==> config.mk <==
export PLATFORM = sky130hd
export DESIGN_NAME = cct_codec_ctrl
export DESIGN_NICKNAME = d
export VERILOG_FILES = /design/src/rtl/cct_pkg.sv /design/src/rtl/cct_codec_ctrl.sv /design/src/rtl/cct_fifo.sv
export SDC_FILE = /design/constraint.sdc
export NUM_CORES = 1
export LEC_CHECK = 0
export ABC_CLOCK_PERIOD_IN_PS = 10900
export BUFFER_PORTS_ARGS = -buffer_cell sky130_fd_sc_hd__buf_4
export CAP_MARGIN = 20
export CORE_MARGIN = 2
export CORE_UTILIZATION = 45
export CTS_CLUSTER_SIZE = 24
export DETAILED_ROUTE_END_ITERATION = 10
export GPL_TIMING_DRIVEN = 0
export PLACE_DENSITY_LB_ADDON = 0.05
export SYNTH_ARGS = -nofsm -noshare
export SYNTH_HDL_FRONTEND = slang
export SYNTH_SLANG_ARGS = --single-unit
==> constraint.sdc <==
create_clock -name clock -period 10.9 [get_ports clock]
set_clock_uncertainty 0.05 [all_clocks]
set_input_delay 2.18 -clock clock [delete_from_list [all_inputs] [get_ports clock]]
set_output_delay 2.18 -clock clock [all_outputs]
set_load 0.005 [all_outputs]
==> src/rtl/cct_pkg.sv <==
package cct_pkg;

  // two-wire slave addressing
  localparam logic [7:0] ADDR_WR   = 8'hE2;
  localparam logic [7:0] ADDR_RD   = 8'hE3;
  localparam logic [3:0] BYTE_BITS = 4'h8;

  // register indices
  localparam logic [7:0] IDX_PWR     = 8'h00;
  localparam logic [7:0] IDX_MODE    = 8'h01;
  localparam logic [7:0] IDX_TXPGA   = 8'h02;
  localparam logic [7:0] IDX_RXPGA   = 8'h03;
  localparam logic [7:0] IDX_TONE_HI = 8'h04;
  localparam logic [7:0] IDX_TONE_LO = 8'h05;
  localparam logic [7:0] NUM_REGS    = 8'h06;
  localparam logic [7:0] RD_UNMAPPED = 8'h00;

  // reset values
  localparam logic [7:0] RST_PWR     = 8'hF6;
  localparam logic [7:0] RST_MODE    = 8'h02;
  localparam logic [7:0] RST_TXPGA   = 8'h40;
  localparam logic [7:0] RST_RXPGA   = 8'h70;
  localparam logic [7:0] RST_TONE    = 8'h00;

  // field positions
  localparam int PWR_SIDE_MUTE_BIT = 7;
  localparam int PWR_EAR_MUTE_BIT  = 3;
  localparam int PWR_EAR_SEL_BIT   = 1;
  localparam int MODE_TONE_EN_BIT  = 6;
  localparam int MODE_COMP_EN_BIT  = 4;
  localparam int MODE_BUZZ_EN_BIT  = 3;
  localparam int SIDE_MSB          = 2;
  localparam int VOL_MSB           = 3;

  // gain steps in dB
  localparam logic [4:0] SIDE_BASE_DB  = 5'h0C;
  localparam logic [2:0] SIDE_MAX_CODE = 3'h6;
  localparam logic [3:0] VOL_MAX_CODE  = 4'h9;
  localparam logic [4:0] VOL_FLOOR_DB  = 5'h12;

  // receive voice slot
  localparam logic [4:0] COMP_BITS  = 5'h08;
  localparam logic [4:0] LIN_BITS   = 5'h0F;
  localparam logic [4:0] SLOT_BITS  = 5'h10;
  localparam logic [4:0] SLOT_FIRST = 5'h01;
  localparam int         SAMPLE_W   = 15;
  localparam int         FIFO_DEPTH = 8;

  // timing: sample rate from the master clock
  localparam int CLK_HZ      = 125_000_000;
  localparam int SAMPLE_HZ   = 8_000;
  localparam int TICK_CYCLES = CLK_HZ / SAMPLE_HZ;

  // tone synthesis: 10-bit phase gives 8000/1024 = 7.8125 Hz per code
  localparam int         PHASE_W  = 10;
  localparam logic [6:0] HI_NUM   = 7'h51;
  localparam int         HI_SHIFT = 6;
  localparam logic [15:0][4:0] SINE_Q = {
    5'h1F, 5'h1F, 5'h1E, 5'h1D, 5'h1C, 5'h1B, 5'h19, 5'h17,
    5'h15, 5'h12, 5'h10, 5'h0D, 5'h0A, 5'h08, 5'h05, 5'h02};

  typedef enum logic [2:0] {
    S_IDLE, S_ADDR, S_INDEX, S_WDATA, S_ACK, S_RDATA, S_RACK
  } cct_bus_st_t;

  typedef enum logic [1:0] {
    T_IDLE, T_HI, T_LO, T_SUM
  } cct_tone_st_t;

endpackage

==> src/rtl/cct_codec_ctrl.sv <==
// Behaviour
// sidetone code steps -12 dB at 000 by -2 dB down to -24 dB at 110
// power bit 7 mutes sidetone regardless of gain code
// sidetone gain resets to the -12 dB code
// volume code steps 0 dB at 0000 by -2 dB down to -18 dB at 1001
// volume resets to 0 dB
// power bit 3 mutes the earphone
// companded receive sample is 8 bits, MSB first, slots 1 to 8
// linear receive sample is 15 bits, MSB first, slot 16 unused
// gain control bits follow the voice sample and are not taken as data
// host loads tone code as frequency over 7.8125 Hz, rounded
// high tone register at 04, low at 05; high tone 2 dB louder
// host puts high group in register 04, low group in 05
// loading a tone code starts an iterative table look-up of 6/7-bit samples
// tones go to every output; only output enables decide audibility; here mode bit 6 also zeroes the tone sum
// buzzer carries a pulse-density stream of the selected tones
// all internal timing derives from the one master clock
// slave only; serial clock is never driven
// data line is driven low or released, never high
// answers address byte E2 for writes and E3 for reads
// data changes only while clock low; changes in clock high are start/stop
// data fall with clock high is start; every command begins with one
// data rise with clock high is stop; every operation ends with one
// addressed device pulls data low on the ninth clock of each byte
// master nack ends a read; device then releases data for stop
// sidetone gain is bits 2 to 0 of register 02
// earphone volume is bits 3 to 0 of register 03
// first write byte after address picks index, next byte is stored there
`timescale 1ns/100ps
`default_nettype none
module cct_codec_ctrl #(
  parameter int TICK_CYCLES = cct_pkg::TICK_CYCLES
) (
  // clock and reset
  input  wire logic        clock,
  input  wire logic        rst,
  // two-wire control port
  input  wire logic        scl,
  input  wire logic        sda_i,
  output logic             sda_o,
  output logic             sda_oe,
  // receive voice stream
  input  wire logic        pcm_frame,
  input  wire logic        pcm_bit_en,
  input  wire logic        pcm_din,
  output logic             rx_fifo_ready,
  // received samples out
  output logic      [14:0] rx_sample_data,
  output logic             rx_sample_valid,
  input  wire logic        rx_sample_ready,
  // gain and mute controls
  output logic      [4:0]  side_atten_db,
  output logic             side_mute,
  output logic      [4:0]  vol_atten_db,
  output logic             ear_mute,
  output logic             ear_sel_diff,
  // tone and buzzer
  output logic      [6:0]  tone_hi_sample,
  output logic      [5:0]  tone_lo_sample,
  output logic      [7:0]  tone_sample,
  output logic             buzzer_pdm_out
);

  typedef struct packed {
    cct_pkg::cct_bus_st_t       st;
    cct_pkg::cct_bus_st_t       ack_to;
    logic [3:0]                 cnt;
    logic [7:0]                 sr;
    logic [7:0]                 idx;
    logic                       sda_oe;
    logic                       scl_q;
    logic                       sda_q;
    logic [5:0][7:0]            regs;
    logic [15:0]                tick_cnt;
    cct_pkg::cct_tone_st_t      tst;
    logic [cct_pkg::PHASE_W-1:0] acc_hi;
    logic [cct_pkg::PHASE_W-1:0] acc_lo;
    logic [6:0]                 hi;
    logic [5:0]                 lo;
    logic [7:0]                 sum;
    logic [8:0]                 pdm_acc;
    logic                       pdm;
    logic [4:0]                 slot;
    logic [13:0]                rx_sr;
    logic                       push_v;
    logic [14:0]                push_d;
  } cct_st_t;

  cct_st_t     q;
  cct_st_t     n;
  logic        scl_rise;
  logic        scl_fall;
  logic        bus_start;
  logic        bus_stop;
  logic [7:0]  rd_val;
  logic        comp_mode;
  logic [4:0]  rx_width;
  logic [4:0]  slot_nxt;
  logic [6:0]  look;
  logic [2:0]  side_code;
  logic [3:0]  vol_code;

  // magnitude from the quarter-wave table, mirrored and negated per quadrant
  function automatic logic [6:0] sine_look(input logic [9:0] ph, input logic loud);
    logic [3:0]  i;
    logic [4:0]  m;
    logic [11:0] p;
    logic [6:0]  v;
    begin
      i = ph[8] ? ~ph[7:4] : ph[7:4];
      m = cct_pkg::SINE_Q[i];
      p = loud ? ((12'(m) * 12'(cct_pkg::HI_NUM)) >> cct_pkg::HI_SHIFT) : 12'(m);
      v = {1'b0, p[5:0]};
      return ph[9] ? 7'(-v) : v;
    end
  endfunction

  // line events; inputs are already in the clock domain
  assign scl_rise  = scl & ~q.scl_q;
  assign scl_fall  = ~scl & q.scl_q;
  assign bus_start = scl & q.scl_q & q.sda_q & ~sda_i;
  assign bus_stop  = scl & q.scl_q & ~q.sda_q & sda_i;

  // read-back; unmapped indices read as zero
  assign rd_val = (q.idx < cct_pkg::NUM_REGS) ? q.regs[q.idx[2:0]] : cct_pkg::RD_UNMAPPED;

  // open drain: only ever pull low, scl is an input only
  assign sda_o  = 1'b0;
  assign sda_oe = q.sda_oe;

  // receive slot width follows the companding mode
  assign comp_mode = q.regs[cct_pkg::IDX_MODE[2:0]][cct_pkg::MODE_COMP_EN_BIT];
  assign rx_width  = comp_mode ? cct_pkg::COMP_BITS : cct_pkg::LIN_BITS; // see R7
  assign slot_nxt  = pcm_frame ? cct_pkg::SLOT_FIRST :
                     (q.slot == cct_pkg::SLOT_BITS) ? q.slot : q.slot + 1'b1;
  assign look      = sine_look((q.tst == cct_pkg::T_HI) ? q.acc_hi : q.acc_lo,
                               q.tst == cct_pkg::T_HI);

  always_comb begin
    n          = q;
    n.scl_q    = scl;
    n.sda_q    = sda_i;
    n.push_v   = 1'b0;
    // two-wire slave; bits sampled on rising scl, driven after falling scl
    if (bus_start) begin
      n.st     = cct_pkg::S_ADDR;
      n.cnt    = '0;
      n.sda_oe = 1'b0;
    end else if (bus_stop) begin
      n.st     = cct_pkg::S_IDLE;
      n.sda_oe = 1'b0;
    end else begin
      unique case (q.st)
        cct_pkg::S_IDLE: begin
          n.sda_oe = 1'b0;
        end
        cct_pkg::S_ADDR, cct_pkg::S_INDEX, cct_pkg::S_WDATA: begin
          if (scl_rise && q.cnt != cct_pkg::BYTE_BITS) begin
            n.sr  = {q.sr[6:0], sda_i};
            n.cnt = q.cnt + 1'b1;
          end else if (scl_fall && q.cnt == cct_pkg::BYTE_BITS) begin
            n.cnt    = '0;
            n.sda_oe = 1'b1;
            n.st     = cct_pkg::S_ACK;
            if (q.st == cct_pkg::S_ADDR) begin
              if (q.sr == cct_pkg::ADDR_WR) begin
                n.ack_to = cct_pkg::S_INDEX;
              end else if (q.sr == cct_pkg::ADDR_RD) begin
                n.ack_to = cct_pkg::S_RDATA;
              end else begin
                n.sda_oe = 1'b0;
                n.st     = cct_pkg::S_IDLE;
              end
            end else if (q.st == cct_pkg::S_INDEX) begin
              n.idx    = q.sr;
              n.ack_to = cct_pkg::S_WDATA;
            end else begin
              // stores, then walks to the next index for burst writes
              if (q.idx < cct_pkg::NUM_REGS) begin
                n.regs[q.idx[2:0]] = q.sr;
              end
              if (q.idx == cct_pkg::IDX_TONE_HI) begin
                n.acc_hi = '0;
              end
              if (q.idx == cct_pkg::IDX_TONE_LO) begin
                n.acc_lo = '0;
              end
              n.idx    = q.idx + 1'b1;
              n.ack_to = cct_pkg::S_WDATA;
            end
          end
        end
        cct_pkg::S_ACK: begin
          // ack released after the ninth clock; reads drive their msb now
          if (scl_fall) begin
            n.cnt = '0;
            n.st  = q.ack_to;
            if (q.ack_to == cct_pkg::S_RDATA) begin
              n.sr     = rd_val;
              n.sda_oe = ~rd_val[7];
            end else begin
              n.sda_oe = 1'b0;
            end
          end
        end
        cct_pkg::S_RDATA: begin
          if (scl_rise) begin
            n.cnt = q.cnt + 1'b1;
          end else if (scl_fall) begin
            if (q.cnt == cct_pkg::BYTE_BITS) begin
              n.sda_oe = 1'b0;
              n.st     = cct_pkg::S_RACK;
            end else begin
              n.sr     = {q.sr[6:0], 1'b0};
              n.sda_oe = ~q.sr[6];
            end
          end
        end
        cct_pkg::S_RACK: begin
          // master nack: stay released and wait for the stop
          if (scl_rise) begin
            if (sda_i) begin
              n.st = cct_pkg::S_IDLE;
            end else begin
              n.idx    = q.idx + 1'b1;
              n.ack_to = cct_pkg::S_RDATA;
              n.st     = cct_pkg::S_ACK;
            end
          end
        end
        default: begin
          n.st = cct_pkg::S_IDLE;
        end
      endcase
    end

    // 8 kHz sample tick from the master clock
    if (q.tick_cnt == 16'(TICK_CYCLES - 1)) begin
      n.tick_cnt = '0;
    end else begin
      n.tick_cnt = q.tick_cnt + 1'b1;
    end

    // one look-up per cycle, high tone then low, then the sum
    unique case (q.tst)
      cct_pkg::T_IDLE: begin
        if (q.tick_cnt == 16'(TICK_CYCLES - 1)) begin
          n.acc_hi = q.acc_hi + q.regs[cct_pkg::IDX_TONE_HI[2:0]];
          n.acc_lo = q.acc_lo + q.regs[cct_pkg::IDX_TONE_LO[2:0]];
          n.tst    = cct_pkg::T_HI;
        end
      end
      cct_pkg::T_HI: begin
        n.hi  = look;
        n.tst = cct_pkg::T_LO;
      end
      cct_pkg::T_LO: begin
        n.lo  = look[5:0];
        n.tst = cct_pkg::T_SUM;
      end
      cct_pkg::T_SUM: begin
        if (q.regs[cct_pkg::IDX_MODE[2:0]][cct_pkg::MODE_TONE_EN_BIT]) begin
          n.sum = {q.hi[6], q.hi} + {{2{q.lo[5]}}, q.lo};
        end else begin
          n.sum = '0;
        end
        n.tst = cct_pkg::T_IDLE;
      end
    endcase

    // first-order density modulator on the offset-binary tone sum
    n.pdm_acc = {1'b0, q.pdm_acc[7:0]} + {1'b0, q.sum ^ 8'h80};
    n.pdm     = q.pdm_acc[8] & q.regs[cct_pkg::IDX_MODE[2:0]][cct_pkg::MODE_BUZZ_EN_BIT];

    // voice slot capture; bits past the sample width are skipped
    if (pcm_bit_en) begin
      n.slot = slot_nxt;
      if (slot_nxt <= rx_width) begin
        n.rx_sr = {q.rx_sr[12:0], pcm_din};
      end
      if (slot_nxt == rx_width) begin
        n.push_v = 1'b1;
        n.push_d = comp_mode ? 15'({q.rx_sr[6:0], pcm_din}) : {q.rx_sr, pcm_din};
      end
    end
  end

  // a sample arriving while the buffer is full is dropped; watch rx_fifo_ready
  cct_fifo #(
    .WIDTH (cct_pkg::SAMPLE_W),
    .DEPTH (cct_pkg::FIFO_DEPTH)
  ) u_rx_fifo (
    .clock     (clock),
    .rst       (rst),
    .in_valid  (q.push_v),
    .in_ready  (rx_fifo_ready),
    .in_data   (q.push_d),
    .out_valid (rx_sample_valid),
    .out_ready (rx_sample_ready),
    .out_data  (rx_sample_data)
  );

  always_ff @(posedge clock or posedge rst) begin
    if (rst) begin
      q          <= '0;
      q.st       <= cct_pkg::S_IDLE;
      q.ack_to   <= cct_pkg::S_IDLE;
      q.tst      <= cct_pkg::T_IDLE;
      q.scl_q    <= 1'b1;
      q.sda_q    <= 1'b1;
      q.regs[cct_pkg::IDX_PWR[2:0]]     <= cct_pkg::RST_PWR;
      q.regs[cct_pkg::IDX_MODE[2:0]]    <= cct_pkg::RST_MODE;
      q.regs[cct_pkg::IDX_TXPGA[2:0]]   <= cct_pkg::RST_TXPGA;
      q.regs[cct_pkg::IDX_RXPGA[2:0]]   <= cct_pkg::RST_RXPGA;
      q.regs[cct_pkg::IDX_TONE_HI[2:0]] <= cct_pkg::RST_TONE;
      q.regs[cct_pkg::IDX_TONE_LO[2:0]] <= cct_pkg::RST_TONE;
    end else begin
      q <= n;
    end
  end

  // gain decode; code 111 has no step, so it is treated as mute
  assign side_code     = q.regs[cct_pkg::IDX_TXPGA[2:0]][cct_pkg::SIDE_MSB:0];
  assign vol_code      = q.regs[cct_pkg::IDX_RXPGA[2:0]][cct_pkg::VOL_MSB:0];
  // code 111 is muted anyway; clamp its step so the level never leaves the table
  assign side_atten_db = cct_pkg::SIDE_BASE_DB
                       + {1'b0, (side_code > cct_pkg::SIDE_MAX_CODE) ? cct_pkg::SIDE_MAX_CODE
                                                                   : side_code, 1'b0};
  assign side_mute     = q.regs[cct_pkg::IDX_PWR[2:0]][cct_pkg::PWR_SIDE_MUTE_BIT]
                       | (side_code > cct_pkg::SIDE_MAX_CODE);
  assign vol_atten_db  = (vol_code > cct_pkg::VOL_MAX_CODE) ? cct_pkg::VOL_FLOOR_DB
                       : {vol_code, 1'b0};
  assign ear_mute      = q.regs[cct_pkg::IDX_PWR[2:0]][cct_pkg::PWR_EAR_MUTE_BIT];
  assign ear_sel_diff  = q.regs[cct_pkg::IDX_PWR[2:0]][cct_pkg::PWR_EAR_SEL_BIT];

  // tone_hi_sample and tone_lo_sample are offered unconditionally; tone_sample and the buzzer follow the mode enables
  assign tone_hi_sample = q.hi;
  assign tone_lo_sample = q.lo;
  assign tone_sample    = q.sum;
  assign buzzer_pdm_out = q.pdm;

endmodule
`default_nettype wire

==> src/rtl/cct_fifo.sv <==
`timescale 1ns/100ps
`default_nettype none
module cct_fifo #(
  parameter int WIDTH = 15,
  parameter int DEPTH = 8
) (
  // clock and reset
  input  wire logic             clock,
  input  wire logic             rst,
  // fill side
  input  wire logic             in_valid,
  output logic                  in_ready,
  input  wire logic [WIDTH-1:0] in_data,
  // drain side
  output logic                  out_valid,
  input  wire logic             out_ready,
  output logic      [WIDTH-1:0] out_data
);

  localparam int AW = $clog2(DEPTH);

  typedef struct packed {
    logic [DEPTH-1:0][WIDTH-1:0] mem;
    logic [AW-1:0]               wp;
    logic [AW-1:0]               rp;
    logic [AW:0]                 cnt;
  } cct_fifo_st_t;

  cct_fifo_st_t q;
  cct_fifo_st_t n;
  logic         push;
  logic         pop;

  // honest flags straight from the count
  assign in_ready  = (q.cnt != (AW+1)'(DEPTH));
  assign out_valid = (q.cnt != '0);
  assign out_data  = q.mem[q.rp];
  assign push      = in_valid & in_ready;
  assign pop       = out_valid & out_ready;

  // pointer wrap relies on a power-of-two depth
  always_comb begin
    n = q;
    if (push) begin
      n.mem[q.wp] = in_data;
      n.wp        = q.wp + 1'b1;
    end
    if (pop) begin
      n.rp = q.rp + 1'b1;
    end
    if (push && !pop) begin
      n.cnt = q.cnt + 1'b1;
    end else if (pop && !push) begin
      n.cnt = q.cnt - 1'b1;
    end
  end

  always_ff @(posedge clock or posedge rst) begin
    if (rst) begin
      q <= '0;
    end else begin
      q <= n;
    end
  end

endmodule
`default_nettype wire

Word level (Yosys, flattened, before mapping)
Memory sizes are Yosys's and may differ from the RTL's.
Index checks and enable logic that the tools add are counted.
- bitwise logic cells: 24
- multiply operators: 1
- $add $sub $neg: 14
- equality and inequality tests: 45
- reduce and logical (&&, ||, !) cells: 26
- mux-type cells: 88
- order comparisons: 10
- operators by type and width (kind ; number):
    2-to-1 mux 20 bit ; 9
    bitwise mux 120 bit ; 1
    2-to-1 mux 8 bit ; 13
    bitwise mux 48 bit ; 1
    2-to-1 mux 16 bit ; 3
    2-to-1 mux 3 bit ; 16
    binary-select mux 15 bit (select 3 bit) ; 1
    demux 15 bit (select 3 bit) ; 1
    2-to-1 mux 15 bit ; 3
    != test 4 bit (second input constant) ; 11
    2-to-1 mux 10 bit ; 4
    one-hot mux 12 bit (3 select lines) ; 1
    AND reduction 8 bit ; 4
    != test 2 bit (second input constant) ; 13
    binary-select mux 8 bit (select 3 bit) ; 1
    demux 8 bit (select 3 bit) ; 1
    2-to-1 mux 4 bit ; 6
    2-to-1 mux 22 bit ; 1
    adder 10 x 8 -> 10 bit ; 2
    2-to-1 mux 5 bit ; 4
    2-to-1 mux 6 bit ; 3
    2-to-1 mux 9 bit ; 2
    adder 16 x 1 -> 16 bit (second input constant) ; 1
    equality test 16 x 14 -> 1 bit (second input constant) ; 1
    53 further kinds ; 105
- memories: 1
- bits of input ports: 8
- output and inout bits: 54
- word-level logic and storage cells: 247
- memory bits (read-only): 80
- flip-flop bits (word level): 311
- memory list (name ; words ; width ; rd ports ; clocked after Yosys merged registers in ; wr ports ; RTL line ; text):
    (name not given) ; 16 ; 5 ; 1 ; 0 ; 0 ; cct_codec_ctrl.sv:111 ; m = cct_pkg::SINE_Q[i];

Depth between registers and ports, before layout
- depth after elaboration: 11
- mapped depth: 21
- depth with buffers taken out: 20

Cells and area by module
Synthesis repeated with hierarchy kept, for this count alone.
- cell total of the unflattened synthesis: 1418
- area, all modules: 16608.4 um^2
- modules (own cells, without submodules) (module ; area an instance (um^2) ; cells an instance ; seq. area each (um^2) ; instances):
    cct_codec_ctrl ; 10546.4 ; 1051 ; 4545.6 ; 1
    cct_fifo ; 6062.1 ; 367 ; 3253.1 ; 1

Least setup slack after synthesis
Ideal clock, no wire load.
- path type: input to register
- from: input port pcm_frame
- to: register q[16] in the netlist's numbering
- stages on the path: 9
- buffers on the path: 2
- setup slack: 6.418 ns
- setup time: 0.125 ns
- required time: 10.725 ns
- arrival: 4.307 ns
- cell sequence: clkbuf_1 -> nor2_1 -> ha_1 -> a21o_1 -> a21oi_1 -> or3_1 -> a31oi_1 -> clkbuf_1 -> mux2_2
- word-level cells in the longest chain between the ends: 3
- ends and longest elaborated chain (element ; RTL line ; text):
    from (decl) ; cct_codec_ctrl.sv:43 ; input wire logic pcm_frame,
    2-to-1 mux 5 bit ; cct_codec_ctrl.sv:134 ; assign slot_nxt = pcm_frame ? cct_pkg::SLOT_FIRST :
    net slot_nxt[1] ; cct_codec_ctrl.sv:98 ; logic [4:0] slot_nxt;
    <= comparator 5 x 4 -> 1 bit ; cct_codec_ctrl.sv:278 ; if (slot_nxt <= rx_width) begin
    AND reduction 2 bit (no line) ; n/a ;
    to (signal assigned) ; cct_codec_ctrl.sv:318 ; q <= n;
    to (decl) ; cct_codec_ctrl.sv:89 ; cct_st_t q;
The timed path passes the listed nets, and every way through them passes these cells.
A chain may end at the register's enable or synchronous reset.

Worst setup path after layout
- from: register q[87] in the netlist's numbering
- to: register q (netlist bit tone_hi_sample[5])
- word-level cells in the longest chain between the ends: 10
- ends and longest elaborated chain (element ; RTL line ; text):
    equality test 2 x 1 -> 1 bit * ; cct_codec_ctrl.sv:136, cct_codec_ctrl.sv:137, cct_codec_ctrl.sv:245 ;
    2-to-1 mux 10 bit ; cct_codec_ctrl.sv:136 ; assign look = sine_look((q.tst == cct_pkg::T_HI) ? q.acc_hi : q.acc_lo,
    inverter 4 bit ; cct_codec_ctrl.sv:110 ; i = ph[8] ? ~ph[7:4] : ph[7:4];
    2-to-1 mux 4 bit ; cct_codec_ctrl.sv:110 ;
    memory (16 x 5 bit) ; n/a ;
    2-to-1 mux 5 bit (not written as such) ; cct_codec_ctrl.sv:111 ;
    multiplier 5 x 7 -> 12 bit ; cct_codec_ctrl.sv:112 ; p = loud ? ((12'(m) * 12'(cct_pkg::HI_NUM)) >> cct_pkg::HI_SHIFT) : 12'(m);
    2-to-1 mux 6 bit ; cct_codec_ctrl.sv:112 ;
    negation 6 -> 7 bit ; cct_codec_ctrl.sv:114 ; return ph[9] ? 7'(-v) : v;
    2-to-1 mux 7 bit ; cct_codec_ctrl.sv:114 ;
Mark *: on every way between the ends. The rest lies on a longest branch, timed or not. The select of a mux whose other input is x is not followed.

==> impl_metrics.py <==
metrics = {
    "run_status": {
        "status": "completed",
    },
    "layout": {
        "n_antenna_cell": 0,
        "finalNetCount": 1577,
        "fillerInstances": 3188,
        "multi_input_area_um2": 7820,
        "drive_above_1_share_pct": 29.2,
        "regArea_um2": 7800,
        "area_growth_pct": 14.3,
    },
    "critical_path": {
        "crit-reg2reg-capture": "tone_hi_sample[5]$_DFFE_PP0N_",
        "crit_chain": "inv_1, ha_1, buf_6, inv_2, mux2i_1, ha_1, o21ai_0, a221oi_1, ha_1, ha_1, a21oi_1, nor3_1, o21ai_0, o31ai_1, a211oi_1, nand3_1, or4_1, nand3_1",
        "r2r-start": "q[87]$_DFFE_PP0P_",
        "cp-endpoint": "tone_hi_sample[5]$_DFFE_PP0N_",
        "cp_slowest_stage_delay_ns": 0.60,
        "cp_slowest_cell": "mux2i_1",
        "crit_path_start_kind": "flip-flop",
        "cpMostUsedCell": "ha_1",
        "critical_path_class": "flip-flop to flip-flop",
        "arrival_ns": 5.48,
        "critPathLaunch": "q[87]$_DFFE_PP0P_",
        "critical_path.max_fanout": 10,
        "end_kind": "flip-flop",
        "required_ns": 11.30,
        "ff2ff_path_depth": 18,
        "r2r_slack_ns": 5.81,
    },
    "place": {
        "port_buffers": 57,
        "dp_slack_ns": 5.87,
        "place.gp.congestion": 0.860,
        "dpl.hpwl_mm": 24.3,
    },
    "global_route": {
        "grt_pass1_vias": 11048,
        "grt_usage_pct": 19.4,
        "grt_pass1_wl_mm": 59.3,
        "use_met1_pct": 26.9,
        "grt_start_max_net_pins": 131,
        "overflow": 0,
        "antenna_found_initial": 0,
        "use_met3_pct": 2.27,
        "grtUsageMet2_pct": 32.5,
        "grt_busiest_layer": "met2",
    },
    "cts": {
        "clk_latency_ns": 0.51,
        "cts-root-buf": "clkbuf_16",
        "cts_setup_buffers": 0,
        "clkSinkCount": 311,
        "cts.clk_slew.worst_paths_ns": 0.06,
        "ctsResizeCount": 0,
        "cts_max_level": 2,
        "numCtsBuffers": 36,
        "cts_tree": "yes",
        "ctsHoldBuffers": 0,
        "clock_path_buffers": 3,
    },
    "pwr": {
        "pwr-share-clk_pct": 44.1,
        "p_leak_uw": 0.00881,
        "combPwrFrac_pct": 11.2,
        "swShare_pct": 25.3,
        "netSwitchingPower_uw": 704,
        "internal-power_uw": 2080,
        "ir_drop_mv": 0.0996,
        "powerDensity_nw_per_um2": 149,
        "pwr-share-seq_pct": 44.7,
    },
    "route": {
        "vias": 10824,
        "wirelength_mm": 35.7,
        "vias_per_cell": 5.45,
        "ant_nets": 0,
        "firstDrtPassIters": 5,
        "route.detailed.drc": 0,
        "drt_iter0_markers": 474,
        "wl_per_cell_um": 18.0,
    },
    "run": {
        "cap_violations": 0,
    },
    "floorplan": {
        "die_y_um": 195,
        "die_area_um2": 37800,
        "rows": 69,
        "ios": 62,
        "start_util_pct": 45.8,
        "coreArea_um2": 35700,
        "die_width_um": 195,
    },
    "timing": {
        "fin_ws_ns": 5.81,
        "fin_crit_sh_pct": 46.7,
        "final_hold_viol_count": 0,
        "tightest_slew_ns": 0.985,
        "rsz0062_at_grt": "false",
        "relSlewSlack_pct": 34.4,
        "setup_viol": 0,
        "fin_tns_setup_ns": 0,
        "drv_slew": 0,
        "max_freq_mhz": 196,
        "finalCriticalPeriod_ns": 5.09,
    },
    "synthesis": {
        "ys_seq_elements": 311,
        "synth_cells": 1395,
        "synth_edf_count": 0,
        "netlist_area_um2": 16300,
        "ys_async_sr_fraction_pct": 100,
        "synth_area_leader_cell": "dfrtp_1",
        "yosys_warnings": 0,
        "yosysUniqueCellTypes": 80,
        "seq_area_frac_synth_pct": 47.8,
        "avgSynthCellArea_um2": 11.7,
        "yosys-top-cells-area": "dfrtp_1 46%, mux2_2 14%, mux4_2 5.1%",
        "synth_top_area_share_pct": 45.7,
        "synth_commonest_cells": "298 x dfrtp_1, 207 x mux2_2, 101 x nand2_1, 76 x inv_1, 75 x o21ai_0",
        "ys.flop_type": "dfrtp_1",
        "synth.most_common_cell": "dfrtp_1",
    },
    "min_path": {
        "whs_path_depth": 1,
        "min_path_type": "flip-flop to flip-flop",
    },
}
==> kinds of logic (layout without fill, tap and decap cells) <==
kind of cell	Yosys count	count (layout)	share of synthesized area [%]
flops	311	311	47.8
compound gates	246	246	9.71
simple gates	283	283	8.25
mux	261	261	20.7
buf+inv	162	290	4.50
xor+xnor	60	60	3.42
other cells	1	3	0.0230
fa+ha+maj	71	71	5.67
==> cell type report <==
type / instances / share of cell area, %
Timing Repair Buffer: 63 / 2.81
Buffer: 81 / 2.31
Clock buffer: 48 / 5.39
Inverter: 81 / 1.67
Sequential cell: 311 / 41.8
Multi-Input combinational cell: 924 / 41.9
Tap cell: 461 / 3.09
Clock inverter: 17 / 1.11
==> flip-flops by register name (all words and copies together) (netlist names) <==
register,count
buzzer_pdm_out,1
tone_sample,8
q,155
tone_lo_sample,6
comp_mode,1
ear_mute,1
ear_sel_diff,1
sda_oe,1
tone_hi_sample,7
u_rx_fifo.q,130
==> how the worst min path moves through the flow <==
stage                    startpoint                        to  slack, ns
global placement    q[36]$_DFF_PP0_           q[36]$_DFF_PP0_       0.40
CTS                 q[36]$_DFF_PP0_           q[36]$_DFF_PP0_       0.42
global route        q[36]$_DFF_PP0_           q[36]$_DFF_PP0_       0.44
floorplan           q[44]$_DFF_PP0_  buzzer_pdm_out$_DFF_PP0_       0.38
detailed placement  q[36]$_DFF_PP0_           q[36]$_DFF_PP0_       0.41
finish              q[36]$_DFF_PP0_           q[36]$_DFF_PP0_       0.42
==> worst max-delay path: cells and delay by family, from the launching register on <==
family | cells | cell delay, ns
AOI/OAI and AO/OA | 6 | 1.39
DFF | 1 | 0.38
and+or+nand+nor | 4 | 0.92
buffers and inverters | 3 | 0.46
muxes | 1 | 0.60
adders and majority gates | 4 | 1.23
==> metal layers <==
| layer | share of wire, % | wire length (µm) |
|---|---|---|
| met1 | 47 | 16900 |
| met2 | 48 | 17200 |
| met3 | 2.5 | 906 |
| met4 | 2.1 | 757 |
| met5 | 0 | 0 |
==> per-stage QoR <==
stage               hold WS, ns  utilization, %  cells  total power (µW)  area (µm²)
global placement          0.403            48.6   1915              1570       17300
finish                    0.418            52.4   1986              2790       18700
global route              0.437            52.4   1986              2910       18700
detailed placement        0.410            48.9   1920              1580       17400
CTS                       0.423            52.3   1985              2830       18700
floorplan                 0.384               -   1397              1470       16300
==> power by group through the flow <==
stage	Clock (µW)	Combinational (µW)	Sequential, µW
floorplan	0	221	1250
global placement	0	307	1270
detailed placement	0	319	1270
CTS	1270	320	1240
global route	1310	349	1250
finish	1230	312	1240
==> cell usage in the layout, fill, tap and decap left out, types with 7 or more instances in the layout <==
| cell type | synthesis | layout |
|---|---|---|
| a31oi_1 | 8 | 8 |
| o21ai_0 | 75 | 75 |
| nand2_1 | 101 | 101 |
| or3_1 | 7 | 7 |
| mux2i_1 | 12 | 12 |
| dfstp_2 | 13 | 13 |
| clkbuf_8 | 1 | 7 |
| mux2_2 | 207 | 207 |
| xnor2_1 | 42 | 42 |
| o21bai_1 | 8 | 8 |
| nor2b_1 | 19 | 19 |
| a31o_2 | 9 | 9 |
| clkbuf_1 | 46 | 52 |
| a21oi_1 | 57 | 57 |
| nand3_1 | 29 | 29 |
| o31ai_1 | 13 | 13 |
| dfrtp_1 | 298 | 298 |
| ha_1 | 66 | 66 |
| a21o_1 | 12 | 12 |
| mux4_2 | 37 | 37 |
| o22ai_1 | 19 | 19 |
| buf_4 | 24 | 83 |
| nor2_1 | 62 | 62 |
| nor3_1 | 17 | 17 |
| inv_1 | 76 | 75 |
| xor2_1 | 15 | 15 |
| clkbuf_16 | 0 | 36 |
| nand4_1 | 8 | 8 |
| clkinv_2 | 0 | 8 |
Note: power is estimated with default switching activity, not from simulation.
